--- src/inc/lpc_pkg.sv ---
// Overview of operation
// - Bus-alive partial stop gates core and system clocks, bus clock keeps running.
// - Bus-alive partial stop stops system-clocked parties; bus slaves, generator, regulator stay run.
// - Bus-alive partial stop exits on reset, system async irq or bus sync irq.
// - Enabled async DMA request leaves partial stop for the transfer, then returns.
// - Full-gate partial stop gates system and bus clocks, stops masters and slaves; generator, regulator stay run.
// - Full-gate partial stop exits only on reset, async irq, or DMA wakeup.
// - DMA wakeup enabled per channel; works in compute, partial stops, stop, low stop.
// - DMA wakeup from stop restores power, clocks, releases stop; core clock stays off.
// - DMA wakeup in compute enables clocks and releases stop; core clock stays on.
// - After DMA request drops and transfer ends, re-enter: masters, then slaves, then generator.
// - DMA request that never drops keeps the woken state until full exit.
// - DMA request during entry aborts it, sets stop-abort flag, entry restarts later.
// - Interrupt during DMA wakeup gives immediate full exit; optional in compute.
// - Compute operation keeps CPU clocked with memory access, stops other parties.
// - Compute entry uses staged stop sequence; modules act as stop or low stop.
// - In compute, bridge space errors, flash registers off, private space open.
// - In compute, port input reads invalid; port output writes still drive pins.
// - Request bit one enters compute, zero exits; optional auto-exit on interrupt.
// - In compute only core exceptions and edge interrupts serviced without exit.
// - Acknowledge rises at entry end; drops at once in run, after power settle otherwise.
// - Doze bits disable peripherals and flash in wait, stop, wakeup and compute.
package lpc_pkg;
    localparam logic [1:0] STOP_FULL = 2'h0;
    localparam logic [1:0] STOP_BUS_ALIVE = 2'h1;
    localparam logic [1:0] STOP_FULL_GATE = 2'h2;
    localparam logic [1:0] STOP_LOW = 2'h3;
    // Power settle time on exit from compute in reduced power run
    localparam int PWR_SETTLE_NS = 40;
    localparam int CLK_PERIOD_NS = 4;
    localparam int PWR_SETTLE_CYC = (PWR_SETTLE_NS + CLK_PERIOD_NS - 1) / CLK_PERIOD_NS;
    typedef enum logic [3:0] {
        LPC_RUN, LPC_ENT_MST, LPC_ENT_SLV, LPC_ENT_GEN, LPC_LOW, LPC_WAKE_UP, LPC_WAKE, LPC_EXIT, LPC_SETTLE
    } lpc_state_e;
endpackage : lpc_pkg

--- src/rtl/lpc_ctrl.sv ---
`timescale 1ns/10ps
module lpc_ctrl #(
    parameter int DMA_CH = 4
) (
    // Clock and reset
    input wire logic clk_sys,
    input wire logic reset_n,
    // Software mode requests
    input wire logic stop_req,
    input wire logic [1:0] stop_control_setting,
    input wire logic reduced_power_run,
    input wire logic compute_op_request,
    input wire logic compute_auto_exit,
    input wire logic [DMA_CH-1:0] dma_wake_en,
    input wire logic wait_mode,
    output logic compute_op_acknowledge,
    output logic stop_abort,
    input wire logic stop_abort_clr,
    output logic in_low_power,
    // Wake sources
    input wire logic irq_async_sys,
    input wire logic irq_async_any,
    input wire logic irq_sync_bus,
    input wire logic irq_edge,
    input wire logic irq_core_exc,
    output logic irq_service_ok,
    input wire logic [DMA_CH-1:0] dma_req,
    input wire logic dma_busy,
    // Stop handshakes
    output logic mst_stop_req,
    input wire logic mst_stop_ack,
    output logic slv_stop_req,
    input wire logic slv_stop_ack,
    output logic bus_slv_stop_req,
    output logic gen_low_req,
    output logic pmc_low_req,
    input wire logic pmc_ready,
    // Clock gates
    output logic core_clk_en,
    output logic sys_clk_en,
    output logic bus_clk_en,
    // Compute operation access control
    output logic bridge_space_err,
    output logic flash_reg_en,
    output logic io_port_input_valid,
    // Doze
    input wire logic [31:0] periph_doze_en,
    input wire logic flash_doze_en,
    output logic [31:0] periph_dozed,
    output logic flash_dozed
);

    ////////////////////////////////////////////////////////////////////////
    logic rst_s1;
    logic rst_s2;
    always_ff @(posedge clk_sys or negedge reset_n) begin
        if (!reset_n) begin
            rst_s1 <= 1'b0;
            rst_s2 <= 1'b0;
        end else begin
            rst_s1 <= 1'b1;
            rst_s2 <= rst_s1;
        end
    end

    ////////////////////////////////////////////////////////////////////////
    lpc_pkg::lpc_state_e state;
    logic compute_mode;
    logic [1:0] mode_sel;
    logic from_rpr;
    logic [7:0] settle_cnt;

    logic dma_wake;
    logic wake_irq;
    logic cpo_exit;
    logic low_gen;
    assign dma_wake = |(dma_req & dma_wake_en);
    // Stop and low stop move generator and regulator; partial stops leave them in run
    assign low_gen = !compute_mode
        && (mode_sel == lpc_pkg::STOP_FULL || mode_sel == lpc_pkg::STOP_LOW);
    assign cpo_exit = compute_mode && (!compute_op_request || (compute_auto_exit && irq_async_any));

    always_comb begin
        if (compute_mode)
            wake_irq = 1'b0;
        else if (mode_sel == lpc_pkg::STOP_BUS_ALIVE)
            wake_irq = irq_async_sys || irq_sync_bus;
        else
            wake_irq = irq_async_any;
    end

    always_ff @(posedge clk_sys or negedge rst_s2) begin
        if (!rst_s2) begin
            state <= lpc_pkg::LPC_RUN;
        end else begin
            unique case (state)
                lpc_pkg::LPC_RUN: begin
                    // Compute must be left first, so a stop is taken only from plain run
                    if (compute_op_request)
                        state <= lpc_pkg::LPC_ENT_MST;
                    else if (stop_req)
                        state <= lpc_pkg::LPC_ENT_MST;
                end
                lpc_pkg::LPC_ENT_MST: begin
                    if (dma_wake)
                        state <= lpc_pkg::LPC_WAKE;
                    else if (mst_stop_ack)
                        state <= lpc_pkg::LPC_ENT_SLV;
                end
                lpc_pkg::LPC_ENT_SLV: begin
                    if (dma_wake)
                        state <= lpc_pkg::LPC_WAKE;
                    else if (slv_stop_ack)
                        state <= low_gen ? lpc_pkg::LPC_ENT_GEN : lpc_pkg::LPC_LOW;
                end
                lpc_pkg::LPC_ENT_GEN: begin
                    if (dma_wake)
                        state <= lpc_pkg::LPC_WAKE_UP;
                    else
                        state <= lpc_pkg::LPC_LOW;
                end
                lpc_pkg::LPC_LOW: begin
                    if (wake_irq || cpo_exit)
                        state <= lpc_pkg::LPC_EXIT;
                    else if (dma_wake)
                        state <= low_gen ? lpc_pkg::LPC_WAKE_UP : lpc_pkg::LPC_WAKE;
                end
                lpc_pkg::LPC_WAKE_UP: begin
                    if (pmc_ready)
                        state <= lpc_pkg::LPC_WAKE;
                end
                lpc_pkg::LPC_WAKE: begin
                    // Request that never drops keeps us here until a full exit
                    if (wake_irq || irq_async_any && !compute_mode || cpo_exit)
                        state <= lpc_pkg::LPC_EXIT;
                    else if (!dma_wake && !dma_busy)
                        state <= lpc_pkg::LPC_ENT_MST;
                end
                lpc_pkg::LPC_EXIT: begin
                    if (compute_mode && from_rpr)
                        state <= lpc_pkg::LPC_SETTLE;
                    else
                        state <= lpc_pkg::LPC_RUN;
                end
                lpc_pkg::LPC_SETTLE: begin
                    if (settle_cnt == 8'(lpc_pkg::PWR_SETTLE_CYC - 1) && pmc_ready)
                        state <= lpc_pkg::LPC_RUN;
                end
                default: state <= lpc_pkg::LPC_RUN;
            endcase
        end
    end

    // Mode latched on entry from run
    always_ff @(posedge clk_sys or negedge rst_s2) begin
        if (!rst_s2) begin
            compute_mode <= 1'b0;
            mode_sel <= lpc_pkg::STOP_FULL;
            from_rpr <= 1'b0;
        end else if (state == lpc_pkg::LPC_RUN) begin
            compute_mode <= compute_op_request;
            from_rpr <= reduced_power_run;
            mode_sel <= (!compute_op_request && reduced_power_run && stop_control_setting == lpc_pkg::STOP_FULL)
                ? lpc_pkg::STOP_LOW : stop_control_setting;
        end
    end

    always_ff @(posedge clk_sys or negedge rst_s2) begin
        if (!rst_s2)
            settle_cnt <= 8'h00;
        else if (state == lpc_pkg::LPC_SETTLE)
            settle_cnt <= (settle_cnt == 8'(lpc_pkg::PWR_SETTLE_CYC - 1)) ? settle_cnt : settle_cnt + 8'h01;
        else
            settle_cnt <= 8'h00;
    end

    // Set wins over clear
    always_ff @(posedge clk_sys or negedge rst_s2) begin
        if (!rst_s2)
            stop_abort <= 1'b0;
        else if (dma_wake && (state == lpc_pkg::LPC_ENT_MST || state == lpc_pkg::LPC_ENT_SLV
                 || state == lpc_pkg::LPC_ENT_GEN))
            stop_abort <= 1'b1;
        else if (stop_abort_clr)
            stop_abort <= 1'b0;
    end

    ////////////////////////////////////////////////////////////////////////
    logic entering;
    logic asleep;
    logic active_low;
    assign entering = state == lpc_pkg::LPC_ENT_MST || state == lpc_pkg::LPC_ENT_SLV
        || state == lpc_pkg::LPC_ENT_GEN;
    assign asleep = state == lpc_pkg::LPC_ENT_GEN || state == lpc_pkg::LPC_LOW;
    assign active_low = state != lpc_pkg::LPC_RUN && state != lpc_pkg::LPC_SETTLE;

    always_ff @(posedge clk_sys or negedge rst_s2) begin
        if (!rst_s2) begin
            mst_stop_req <= 1'b0;
            slv_stop_req <= 1'b0;
            bus_slv_stop_req <= 1'b0;
            gen_low_req <= 1'b0;
            pmc_low_req <= 1'b0;
        end else begin
            mst_stop_req <= entering || asleep;
            slv_stop_req <= state == lpc_pkg::LPC_ENT_SLV || asleep;
            bus_slv_stop_req <= (state == lpc_pkg::LPC_ENT_SLV || asleep)
                && (compute_mode || mode_sel != lpc_pkg::STOP_BUS_ALIVE);
            gen_low_req <= asleep && low_gen;
            pmc_low_req <= asleep && low_gen;
        end
    end

    always_ff @(posedge clk_sys or negedge rst_s2) begin
        if (!rst_s2) begin
            core_clk_en <= 1'b1;
            sys_clk_en <= 1'b1;
            bus_clk_en <= 1'b1;
        end else begin
            // Core clock stays off through DMA wakeups out of stops
            core_clk_en <= compute_mode || !(asleep || state == lpc_pkg::LPC_WAKE_UP
                || state == lpc_pkg::LPC_WAKE) || state == lpc_pkg::LPC_RUN;
            sys_clk_en <= !(state == lpc_pkg::LPC_LOW && !compute_mode);
            bus_clk_en <= !(state == lpc_pkg::LPC_LOW && !compute_mode
                && mode_sel != lpc_pkg::STOP_BUS_ALIVE);
        end
    end

    logic settle_done;
    assign settle_done = settle_cnt == 8'(lpc_pkg::PWR_SETTLE_CYC - 1) && pmc_ready;

    // Reduced power exit holds the acknowledge until the regulator has settled
    always_ff @(posedge clk_sys or negedge rst_s2) begin
        if (!rst_s2)
            compute_op_acknowledge <= 1'b0;
        else
            compute_op_acknowledge <= compute_mode
                && ((state == lpc_pkg::LPC_LOW && !cpo_exit && !dma_wake)
                || (from_rpr && compute_op_acknowledge && ((state == lpc_pkg::LPC_LOW && cpo_exit)
                || state == lpc_pkg::LPC_EXIT || (state == lpc_pkg::LPC_SETTLE && !settle_done))));
    end

    assign in_low_power = active_low;
    // Bridge space stays blocked until the state is LPC_RUN or LPC_WAKE, software polls acknowledge
    assign bridge_space_err = compute_mode && state != lpc_pkg::LPC_RUN
        && state != lpc_pkg::LPC_WAKE;
    assign flash_reg_en = !bridge_space_err;
    assign io_port_input_valid = !(compute_mode && asleep);
    assign irq_service_ok = !(compute_mode && active_low) || irq_edge || irq_core_exc;

    // Doze covers wait, stop entry, wakeups and compute
    always_ff @(posedge clk_sys or negedge rst_s2) begin
        if (!rst_s2) begin
            periph_dozed <= 32'h0000_0000;
            flash_dozed <= 1'b0;
        end else begin
            periph_dozed <= (wait_mode || active_low) ? periph_doze_en : 32'h0000_0000;
            flash_dozed <= (wait_mode || active_low) && flash_doze_en;
        end
    end

    ////////////////////////////////////////////////////////////////////////
    bus_alive_a: assert property (@(posedge clk_sys) disable iff (!rst_s2)
        $rose(state == lpc_pkg::LPC_LOW) && !compute_mode && mode_sel == lpc_pkg::STOP_BUS_ALIVE
        |=> bus_clk_en && !sys_clk_en) else $error("bus clock lost in bus-alive stop");
    full_gate_a: assert property (@(posedge clk_sys) disable iff (!rst_s2)
        state == lpc_pkg::LPC_LOW && !compute_mode && mode_sel == lpc_pkg::STOP_FULL_GATE
        |=> !bus_clk_en || state != lpc_pkg::LPC_LOW) else $error("bus clock running in full gate");
    abort_flag_a: assert property (@(posedge clk_sys) disable iff (!rst_s2)
        entering && dma_wake |=> stop_abort) else $error("abort flag not set");
    wake_core_a: assert property (@(posedge clk_sys) disable iff (!rst_s2)
        state == lpc_pkg::LPC_WAKE && !compute_mode |=> !core_clk_en) else $error("core clock on in wakeup");
    compute_core_a: assert property (@(posedge clk_sys) disable iff (!rst_s2)
        compute_mode && state != lpc_pkg::LPC_RUN |=> core_clk_en) else $error("core clock off in compute");
    ack_drop_a: assert property (@(posedge clk_sys) disable iff (!rst_s2)
        compute_op_acknowledge && !compute_op_request && !from_rpr |=> !compute_op_acknowledge)
        else $error("acknowledge late in run exit");
    stage_order_a: assert property (@(posedge clk_sys) disable iff (!rst_s2)
        $rose(slv_stop_req) |-> mst_stop_req) else $error("slaves stopped before masters");
    doze_a: assert property (@(posedge clk_sys) disable iff (!rst_s2)
        wait_mode |=> periph_dozed == $past(periph_doze_en)) else $error("doze not applied");
    bridge_a: assert property (@(posedge clk_sys) disable iff (!rst_s2)
        compute_op_acknowledge |-> bridge_space_err) else $error("bridge open in compute");

    bus_alive_stop_a: assert property (@(posedge clk_sys) disable iff (!rst_s2)
        state == lpc_pkg::LPC_LOW && !compute_mode && mode_sel == lpc_pkg::STOP_BUS_ALIVE
        |=> !bus_slv_stop_req && !gen_low_req && !pmc_low_req)
        else $error("bus side stopped in bus-alive stop");

    gate_gen_a: assert property (@(posedge clk_sys) disable iff (!rst_s2)
        state == lpc_pkg::LPC_LOW && !compute_mode && mode_sel == lpc_pkg::STOP_FULL_GATE
        |=> bus_slv_stop_req && !gen_low_req && !pmc_low_req)
        else $error("full gate stop wrong requests");

    masked_dma_a: assert property (@(posedge clk_sys) disable iff (!rst_s2)
        state == lpc_pkg::LPC_LOW && !wake_irq && !cpo_exit && !dma_wake
        |=> state == lpc_pkg::LPC_LOW)
        else $error("left stop without enabled source");

    wake_up_a: assert property (@(posedge clk_sys) disable iff (!rst_s2)
        state == lpc_pkg::LPC_WAKE_UP && !compute_mode
        |=> !mst_stop_req && !slv_stop_req && !gen_low_req && !core_clk_en)
        else $error("stop not released on wakeup");

    wake_cpo_a: assert property (@(posedge clk_sys) disable iff (!rst_s2)
        state == lpc_pkg::LPC_WAKE && compute_mode
        |=> core_clk_en && !mst_stop_req && !slv_stop_req)
        else $error("compute wakeup wrong outputs");

    hold_wake_a: assert property (@(posedge clk_sys) disable iff (!rst_s2)
        state == lpc_pkg::LPC_WAKE && dma_wake && !wake_irq && !irq_async_any && !cpo_exit
        |=> state == lpc_pkg::LPC_WAKE)
        else $error("woken state left early");

    irq_exit_a: assert property (@(posedge clk_sys) disable iff (!rst_s2)
        state == lpc_pkg::LPC_WAKE && !compute_mode && (wake_irq || irq_async_any)
        |=> state == lpc_pkg::LPC_EXIT)
        else $error("no exit on irq in wakeup");

    cpo_entry_a: assert property (@(posedge clk_sys) disable iff (!rst_s2)
        state == lpc_pkg::LPC_RUN && compute_op_request
        |=> state == lpc_pkg::LPC_ENT_MST && compute_mode)
        else $error("compute entry not started");

    ack_hold_a: assert property (@(posedge clk_sys) disable iff (!rst_s2)
        compute_op_acknowledge && from_rpr && state == lpc_pkg::LPC_EXIT
        |=> compute_op_acknowledge)
        else $error("acknowledge dropped before settle");

    port_in_a: assert property (@(posedge clk_sys) disable iff (!rst_s2)
        compute_mode && state == lpc_pkg::LPC_LOW
        |-> !io_port_input_valid)
        else $error("port input marked valid");

    level_irq_a: assert property (@(posedge clk_sys) disable iff (!rst_s2)
        compute_mode && state == lpc_pkg::LPC_LOW && !irq_edge && !irq_core_exc
        |-> !irq_service_ok)
        else $error("level irq serviced in compute");

    doze_stop_a: assert property (@(posedge clk_sys) disable iff (!rst_s2)
        in_low_power
        |=> periph_dozed == $past(periph_doze_en))
        else $error("doze not applied in stop");

    mst_first_a: assert property (@(posedge clk_sys) disable iff (!rst_s2)
        state == lpc_pkg::LPC_ENT_MST
        |=> !slv_stop_req)
        else $error("slaves asked during master stage");

    abort_keep_a: assert property (@(posedge clk_sys) disable iff (!rst_s2)
        stop_abort && !stop_abort_clr
        |=> stop_abort)
        else $error("abort flag lost");

endmodule : lpc_ctrl

--- config.mk ---
export PLATFORM = sky130hd
export DESIGN_NAME = lpc_ctrl
export DESIGN_NICKNAME = d
export VERILOG_FILES = /design/src/inc/lpc_pkg.sv /design/src/rtl/lpc_ctrl.sv
export SDC_FILE = /design/constraint.sdc
export NUM_CORES = 1
export LEC_CHECK = 0
export ABC_CLOCK_PERIOD_IN_PS = 1800
export BUFFER_PORTS_ARGS = -buffer_cell sky130_fd_sc_hd__buf_2
export CAP_MARGIN = 20
export CORE_MARGIN = 3
export CORE_UTILIZATION = 43
export DETAILED_ROUTE_END_ITERATION = 7
export GPL_ROUTABILITY_DRIVEN = 0
export PLACE_DENSITY = 0.74
export REMOVE_ABC_BUFFERS = 1
export SLEW_MARGIN = 20
export SYNTH_ARGS = -nofsm -noshare
export SYNTH_HDL_FRONTEND = slang
export SYNTH_SLANG_ARGS = --single-unit
--- constraint.sdc ---
create_clock -name clk_sys -period 1.8 [get_ports clk_sys]
set_input_delay 0.09 -clock clk_sys [delete_from_list [all_inputs] [get_ports clk_sys]]
set_output_delay 0.09 -clock clk_sys [all_outputs]
set_load 0.02 [all_outputs]
# [After elaboration in Yosys (flattened, before gate mapping)]
# Cells that the tools add are included.
[op_classes] eq_ne=22 n_addsub=1 muxes=25 bitwise_logic=1 n_reduce_logical=68
[ops] op="$mux W4" n=13
[ops] op="$pmux W4 S9" n=1
[ops] op="$mux W32" n=1
[ops] op="$logic_and A1 B1 Y1" n=27
[ops] op="$logic_or A1 B1 Y1" n=22
[ops] op="$eq A4 B3 Y1 const B" n=4
[ops] op="$mux W8" n=2
[ops] op="$ne A3 B3 Y1 const B" n=5
[ops] op="$logic_not A1 Y1" n=12
[ops] op="$add A8 B1 Y8 const B" n=1
[ops] op="$eq A4 B2 Y1 const B" n=2
[ops] op="$eq A8 B4 Y1 const B" n=1
[ops] op="$reduce_and A7 Y1" n=1
[ops] op="$ne A2 B2 Y1 const B" n=3
[ops] op="$mux W1" n=5
[ops] op="$and A4 B4 Y4" n=1
[ops] op="$eq A4 B1 Y1 const B" n=1
[ops] op="$eq A4 B4 Y1 const B" n=1
[ops] op="$logic_not A2 Y1" n=2
[ops] op="$logic_not A4 Y1" n=1
[ops] op="$mux W2" n=2
[ops] op="$ne A4 B3 Y1 const B" n=1
[ops] op="$ne A4 B4 Y1 const B" n=1
[ops] op="$reduce_bool A4 Y1" n=1
[ops] op="other kinds (6)" n=6
[totals] output_inout_bits=48 in_bits=60 ff_bits=60

# [Depth between registers and ports, before layout]
# Gate-level depths: netlist of run 1.
[depth] ltp_word=9 ltp_mapped=9 depth_no_buf=8

# [Least setup slack after synthesis of run 1]
# No wires, ideal clock.
[synth_path] path_kind="register -> register" start="reg settle_cnt[1]" end="reg state[0]" synth_period_minus_slack_ps=2278 slack_ps=-478 path_stages_with_launch=10 setup_ps=135 arrival_ps=2143 n_path_buf=1 cell_sequence="dfrtp_1 > inv_1 > ha_1 > or4b_1 > or4b_1 > buf_2 > nor2_4 > nor2_2 > o41ai_2 > o31ai_1"
[synth_via] elab_chain_len=4
[synth_lines] item="start, declared" line_no="lpc_ctrl.sv:71" rtl="logic [7:0] settle_cnt;"
[synth_lines] item="start signal, assigned" line_no="lpc_ctrl.sv:172" rtl="settle_cnt <= (settle_cnt == 8'(lpc_pkg::PWR_SETTLE_CYC - 1)) ? settle_cnt : settle_cnt + 8'h01;"
[synth_lines] item="$eq A8 B4 Y1" line_no="lpc_ctrl.sv:146" rtl="if (settle_cnt == 8'(lpc_pkg::PWR_SETTLE_CYC - 1) && pmc_ready)"
[synth_lines] item="$logic_and A1 B1 Y1" line_no="lpc_ctrl.sv:146"
[synth_lines] item="$ne A2 B2 Y1 (no line)"
[synth_lines] item="$reduce_and A7 Y1 (no line)"
[synth_lines] item="end signal, assigned" line_no="lpc_ctrl.sv:143" rtl="state <= lpc_pkg::LPC_RUN;"
[synth_lines] item="end signal, assigned" line_no="lpc_ctrl.sv:147" rtl="state <= lpc_pkg::LPC_RUN;"
[synth_lines] item="end signal, assigned" line_no="lpc_ctrl.sv:149" rtl="default: state <= lpc_pkg::LPC_RUN;"
[synth_lines] item="end, declared" line_no="lpc_ctrl.sv:67" rtl="lpc_pkg::lpc_state_e state;"
# Every way passes these cells.
# A chain may end at the register's enable or synchronous reset.

# [Worst setup path after layout of run 1]
# Same ends and word-level chain as after synthesis.

==> results_dict.tcl, run 1 <==
set metrics [dict create \
    synth_area_leaders "dfrtp_1, nor2b_1, nor2_1" \
    grt_use_total_pct 22.5 \
    synth_compound_area_share_pct 10.2 \
    antenna_found_initial 0 \
    violations "setup timing" \
    fmax_mhz 434 \
    post-place-cells 431 \
    first_global_vias 2616 \
    clockBufferDepth 2 \
    synth-adder-area-share_pct 1.47 \
    required_ns 2.01 \
    clock_latency_ns 0.34 \
    p_int_uw 3470 \
    fin_crit_ns 2.30 \
    cts_made_buffers 9 \
    grt_pass1_wl_um 12400 \
    netlist_instances 236 \
    p_clk_share_pct 19.6 \
    dpl_cell_area_um2 3370 \
    worst_setup_path_start_kind "flip-flop" \
    cts_root_buf "clkbuf_8" \
    die_area_um2 6920 \
    ys_ff_latch 60 \
    initial_core_util_pct 45.4 \
    path_clk_slew_ns 0.07 \
    dp_hpwl_um 4810 \
    most-common-layout-cells "buf_2, dfrtp_1, nor2b_1, dlygate4sd3_1, buf_4" \
    power.leakage_uw 0.00202 \
    io_buffers 107 \
    yosys_warnings 0 \
    worstSetupPathType "flip-flop to flip-flop" \
    cts_max_level 3 \
    synth-simple-area-share_pct 23.7 \
    clkSinkCount 60 \
    rsz0062_at_grt "true" \
    vias_per_cell 5.00 \
    combPwrFrac_pct 48.4 \
    cts_tree "yes" \
    cap_violations 0 \
    hold_class "input pin to flip-flop" \
    status "finished with violations" \
    end_kind "flip-flop" \
    final_common_cell "buf_2" \
    postSynthAreaPerCell_um2 10.9 \
    die_width_um 83.2 \
    wire_per_inst_um 16.0 \
    grt_max_degree 45 \
    synth-xor-area-share_pct 2.74 \
    maxSlewViolCount 0 \
    dieHeight_um 83.2 \
    row_count 27 \
    synth_top_cell_by_area "dfrtp_1" \
    synth_top_family_by_area "simple AND/OR/NAND/NOR gates" \
    routed_wl_um 7870 \
    worst_slack_ns -0.502 \
    seqPwrFrac_pct 32.0 \
    drive_above_1_share_pct 47.5 \
    dp_slack_ns -0.521 \
    clock_skew_ns 0.00427 \
    areaGrowthSynthToFinish_pct 63.5 \
    peakVddDrop_v 0.00100 \
    vias 2465 \
    synth-edff-count 0 \
    nets 479 \
    yosysUniqueCellTypes 47 \
    fin_area_um2 4190 \
    grt_overflow_total 0 \
    drc 0 \
    synth-main-ff-cell "dfrtp_1" \
    yosysTopAreaCellShare_pct 55.7 \
    syn-cell-area_um2 2560 \
    fin_crit_sh_pct 128 \
    io-pin-count 108 \
    yosys-mux-area-fraction_pct 0.440 \
    report.final.hold_viol_count 0 \
    firstDrtPassIters 5 \
    async_flop_share_pct 100 \
    drtIter0Drc 100 \
    yosysSeqAreaShare_pct 58.8 \
    fin_cells 493 \
    switching_share_pct 38.4 \
    antenna_cells 0 \
    power_density_nw_per_um2 1340 \
    final-setup-viol-count 10 \
    ant_nets 0 \
    core_um2 5640 \
    cp.arrival_ns 2.51 \
    cp_max_fo 4 \
    p_switching_uw 2160 \
]
[routing by layer]
metal	track usage [%]	part of all wire, %	vias up	wire, µm
li1	-	-	1165	-
met1	25.4	36	1177	2860
met2	40.2	54	103	4270
met3	6.85	7.1	20	559
met4	7.73	2.3	0	182
met5	0	0	-	0
[path summary, 6_finish.rpt]
| kind | start | to | slack (ns) | cells after the start |
|---|---|---|---|---|
| worst max register to register | settle_cnt[1]$_DFFE_PN0P_ | state[0]$_DFFE_PN0P_ | -0.50 | 8 |
| worst min register to register | rst_s2$_DFF_PN0_ | periph_dozed[6]$_DFF_PN0_ | 0.18 | 0 |
| max in group asynchronous | rst_s2$_DFF_PN0_ | core_clk_en$_DFF_PN1_ | 1.02 | 1 |
| worst min-delay path | periph_doze_en[12] | periph_dozed[12]$_DFF_PN0_ | 0.002 | 2 |
| worst max-delay path | settle_cnt[1]$_DFFE_PN0P_ | state[0]$_DFFE_PN0P_ | -0.50 | 8 |
| min in group asynchronous | reset_n | rst_s2$_DFF_PN0_ | 0.05 | 2 |
[power by group through the flow]
| stage | combinational [µW] | sequential (µW) | clock [µW] |
|---|---|---|---|
| after floorplan | 858 | 2150 | 0 |
| after global placement | 2030 | 1800 | 0 |
| final | 2730 | 1800 | 1100 |
| after detailed placement | 2050 | 1810 | 0 |
| after global routing | 2930 | 1820 | 1190 |
| after CTS | 2350 | 1790 | 1120 |
[cell usage after synthesis (all sizes together), types with 2 or more instances]
cell type / count
a2111oi: 2
a211oi: 5
a21oi: 6
and3: 2
buf: 2
clkbuf: 9
dfrtp: 57
dfstp: 3
ha: 3
inv: 5
nand2: 10
nand2b: 7
nand3: 10
nor2: 29
nor2b: 35
nor3: 3
nor3b: 2
nor4: 2
o21ai: 7
o31ai: 4
o41ai: 2
or2: 3
or3: 3
or4b: 2
xnor2: 3
xor2: 5
[kinds of logic after synthesis]
| group | Yosys count |
|---|---|
| muxes | 1 |
| and+or+nand+nor | 111 |
| other | 1 |
| xor gates and xnor gates | 8 |
| AOI/OAI and AO/OA | 36 |
| adders and majority gates | 3 |
| buffers and inverters | 16 |
| DFF | 60 |
[repair_timing]
| item | 4_1_cts | 5_1_grt |
|---|---|---|
| gates resized for setup | 21 | 22 |
| hold endpoints to repair | 33 | 1 |
| pin swaps | 4 | 8 |
| setup endpoints to repair | 11 | 12 |
| buffers inserted | 9 | 4 |
| hold buffers | 32 | 1 |
[through the flow]
step | hold WS, ns | setup TNS, ns | util (%) | power [µW]
2_1_floorplan | -0.206 | -20.08 | - | 3010
4_1_cts | 0.00182 | -3.14 | 71.4 | 5260
3_3_place_gp | -0.124 | -2.42 | 59.8 | 3820
5_1_grt | 0.00299 | -3.94 | 74.2 | 5940
3_5_place_dp | -0.123 | -2.83 | 59.8 | 3860
6_report | 0.00241 | -3.17 | 74.2 | 5630
[state kept, by name (all words and copies together), names as in the netlist, 2 cells and up]
register      cells
settle_cnt        8
periph_dozed     32
mode_sel          2
state             4
[cell type report]
type | count | area [µm²]
flip-flops and latches | 60 | 1510
clock buffers | 11 | 151
repair buffers | 180 | 1230
well taps | 72 | 90.1
clock inverters | 5 | 36.3
inverters | 5 | 18.8
fillers | 360 | 1460
multi-input cells | 160 | 1150
[critical path: stages (launching register included)]
cell and delay (ns):
dfrtp_1 0.38, inv_1 0.06, ha_2 0.16, or4b_4 0.45
or4b_4 0.56, nor2_4 0.14, nor2_4 0.07, o41ai_4 0.24
o31ai_2 0.11
No activity file was read; power rests on OpenSTA's default activity.
==> run 2: changes to the inputs <==
--- a/config.mk
+++ b/config.mk
@@ -8,11 +8,12 @@
 export ABC_CLOCK_PERIOD_IN_PS = 1800
 export BUFFER_PORTS_ARGS = -buffer_cell sky130_fd_sc_hd__buf_2
 export CAP_MARGIN = 20
+export CORE_ASPECT_RATIO = 0.8
 export CORE_MARGIN = 3
 export CORE_UTILIZATION = 43
 export DETAILED_ROUTE_END_ITERATION = 7
 export GPL_ROUTABILITY_DRIVEN = 0
-export PLACE_DENSITY = 0.74
+export PLACE_DENSITY = 0.77
 export REMOVE_ABC_BUFFERS = 1
 export SLEW_MARGIN = 20
 export SYNTH_ARGS = -nofsm -noshare
==> constraint.sdc (replaced) <==
create_clock -name clk_sys -period 1.8 [get_ports clk_sys]
set_input_delay 0.09 -clock clk_sys [delete_from_list [all_inputs] [get_ports clk_sys]]
set_output_delay 0.09 -clock clk_sys [all_outputs]
set_load 0.01 [all_outputs]
==> run 2 against run 1 <==
Die area is essentially flat. Power shrank 3.3%. Largest cell class unchanged. Flip-flop and latch count is the same. Register-to-register slack gained 0.07 ns. The flow finishes with violations (hold timing, setup timing). First-iteration DRC count grew 36%. Combinational power shrank 8.8%. Final cell count grew 1.4%. Critical path depth is the same. Hold slack lost 0.022 ns. Clock-buffer cell count shrank 1. Non-clock buffer count grew 1.
==> results_dict.tcl, run 2 (synthesis results as in run 1) <==
set metrics [dict create \
    fin_crit_sh_pct 124 \
    antenna_found_initial 0 \
    initial_core_util_pct 45.6 \
    first_global_vias 2446 \
    drive_above_1_share_pct 47.4 \
    grt_max_degree 38 \
    clock_skew_ns 0.00665 \
    fmax_mhz 448 \
    end_kind "flip-flop" \
    top_regs "periph_dozed x32, settle_cnt x8, state x4" \
    die_width_um 92.3 \
    peakVddDrop_v 0.00128 \
    io_buffers 107 \
    cp_slowest_stage_delay_ns 0.52 \
    cap_violations 0 \
    grt_pass1_wl_um 11900 \
    final_common_cell "buf_2" \
    report.final.hold_viol_count 1 \
    cts_made_buffers 9 \
    vias 2463 \
    path_clk_slew_ns 0.07 \
    rsz0062_at_grt "true" \
    wire_per_inst_um 15.1 \
    fin_crit_ns 2.23 \
    largest_reg_flops 32 \
    drtIter0Drc 136 \
    grt_use_total_pct 22.4 \
    status "finished with violations" \
    final-setup-viol-count 9 \
    power_density_nw_per_um2 1300 \
    regMostFlops "periph_dozed" \
    cts_tree "yes" \
    clock_latency_ns 0.34 \
    antenna_cells 0 \
    power.leakage_uw 0.00202 \
    cp.arrival_ns 2.45 \
    io-pin-count 108 \
    violations "hold timing, setup timing" \
    core_um2 5620 \
    row_count 24 \
    cts_root_buf "clkbuf_8" \
    worst_setup_path_start_kind "flip-flop" \
    most-common-layout-cells "buf_2, dfrtp_1, nor2b_1, dlygate4sd3_1, buf_4" \
    holdWs_ns -0.0198 \
    areaGrowthSynthToFinish_pct 63.5 \
    required_ns 2.02 \
    dp_hpwl_um 4790 \
    worst_slack_ns -0.434 \
    firstDrtPassIters 4 \
    maxSlewViolCount 0 \
    slowest_stage "or4b_4" \
    ant_nets 0 \
    dieHeight_um 75.0 \
    worstSetupPathType "flip-flop to flip-flop" \
    cts_max_level 3 \
    drc 0 \
    hold_class "input pin to flip-flop" \
    cp_max_fo 3 \
    final_core_util_pct 74.6 \
    vias_per_cell 4.93 \
    clockBufferDepth 2 \
    n_fill_cell 381 \
    grt_overflow_total 0 \
    clkSinkCount 60 \
    routed_wl_um 7560 \
    die_area_um2 6920 \
    crit_path_cell_trace "inv_1 -> ha_1 -> or4b_4 -> or4b_4 -> nor2_4 -> nor2_4 -> o41ai_2 -> o31ai_2" \
    nets 480 \
]
==> run 2: cell types whose count changed in the layout (fill, tap and decap cells not counted), sizes merged <==
cell and delta:
bufinv +1, dlygate4sd3 +1, clkbuf -1, inv +1
clkinvlp -1
==> run 2: what timing repair did <==
item / 4_1_cts / 5_1_grt
endpoints found under the setup margin: 11 / 11
pin swaps: 11 / 8
gates resized for setup: 25 / 14
setup buffers: 12 / 1
hold buffers: 34 / 0
endpoints found under the hold margin: 35 / 0
==> run 2: per-layer routing <==
| layer | global-route usage [%] | wire length (µm) |
|---|---|---|
| met5 | 0 | 0 |
| met4 | 6.92 | 137 |
| met3 | 6.89 | 567 |
| met2 | 39.8 | 3790 |
| met1 | 26.8 | 3070 |
==> run 2: layout make-up <==
cell class,instances,area [µm²],area share [%]
clock buffer,10,128,3.05
clock inverter,6,63.8,1.52
tap,78,97.6,2.33
multi-input combinational,160,1140,27.3
sequential,60,1510,36.0
inverter,5,18.8,0.448
timing repair buffer,181,1230,29.4
==> run 2: through the flow <==
step	setup slack, ns	total power (µW)	instances	TNS [ns]	instance area (µm²)
finish	-0.434	5440	500	-2.79	4190
global route	-0.492	5750	500	-3.57	4190
floorplan	-0.501	2810	225	-17.74	2510
global placement	-0.447	3660	437	-2.53	3380
detailed placement	-0.494	3690	437	-2.89	3380
CTS	-0.364	5290	499	-2.59	4110
==> run 2: worst paths after layout <==
check | slack, ns | startpoint | cells after the start | to
max in group asynchronous | 1.15 | rst_s2$_DFF_PN0_ | 1 | core_clk_en$_DFF_PN1_
setup / recovery | -0.43 | settle_cnt[1]$_DFFE_PN0P_ | 8 | state[0]$_DFFE_PN0P_
min in group asynchronous | 0.10 | reset_n | 2 | rst_s1$_DFF_PN0_
hold reg to reg | 0.25 | rst_s2$_DFF_PN0_ | 1 | settle_cnt[5]$_DFFE_PN0P_
setup reg to reg | -0.43 | settle_cnt[1]$_DFFE_PN0P_ | 8 | state[0]$_DFFE_PN0P_
hold / removal | -0.02 | periph_doze_en[1] | 2 | periph_dozed[1]$_DFF_PN0_
==> run 2: worst max-delay path: cells and delay by family (launching register included) <==
family / cells / cell delay (ns)
AND/OR/NAND/NOR: 4 / 1.18
flip-flops: 1 / 0.38
AO/OA/AOI/OAI: 2 / 0.37
adder cells (fa/ha/maj): 1 / 0.12
buffers and inverters: 1 / 0.06
==> run 2: power by group <==
| part | leakage [µW] | switching (µW) | internal [µW] |
|---|---|---|---|
| logic | 0.00120 | 1260 | 1220 |
| registers | 0.000729 | 134 | 1650 |
| clock network | 0.0000927 | 538 | 638 |
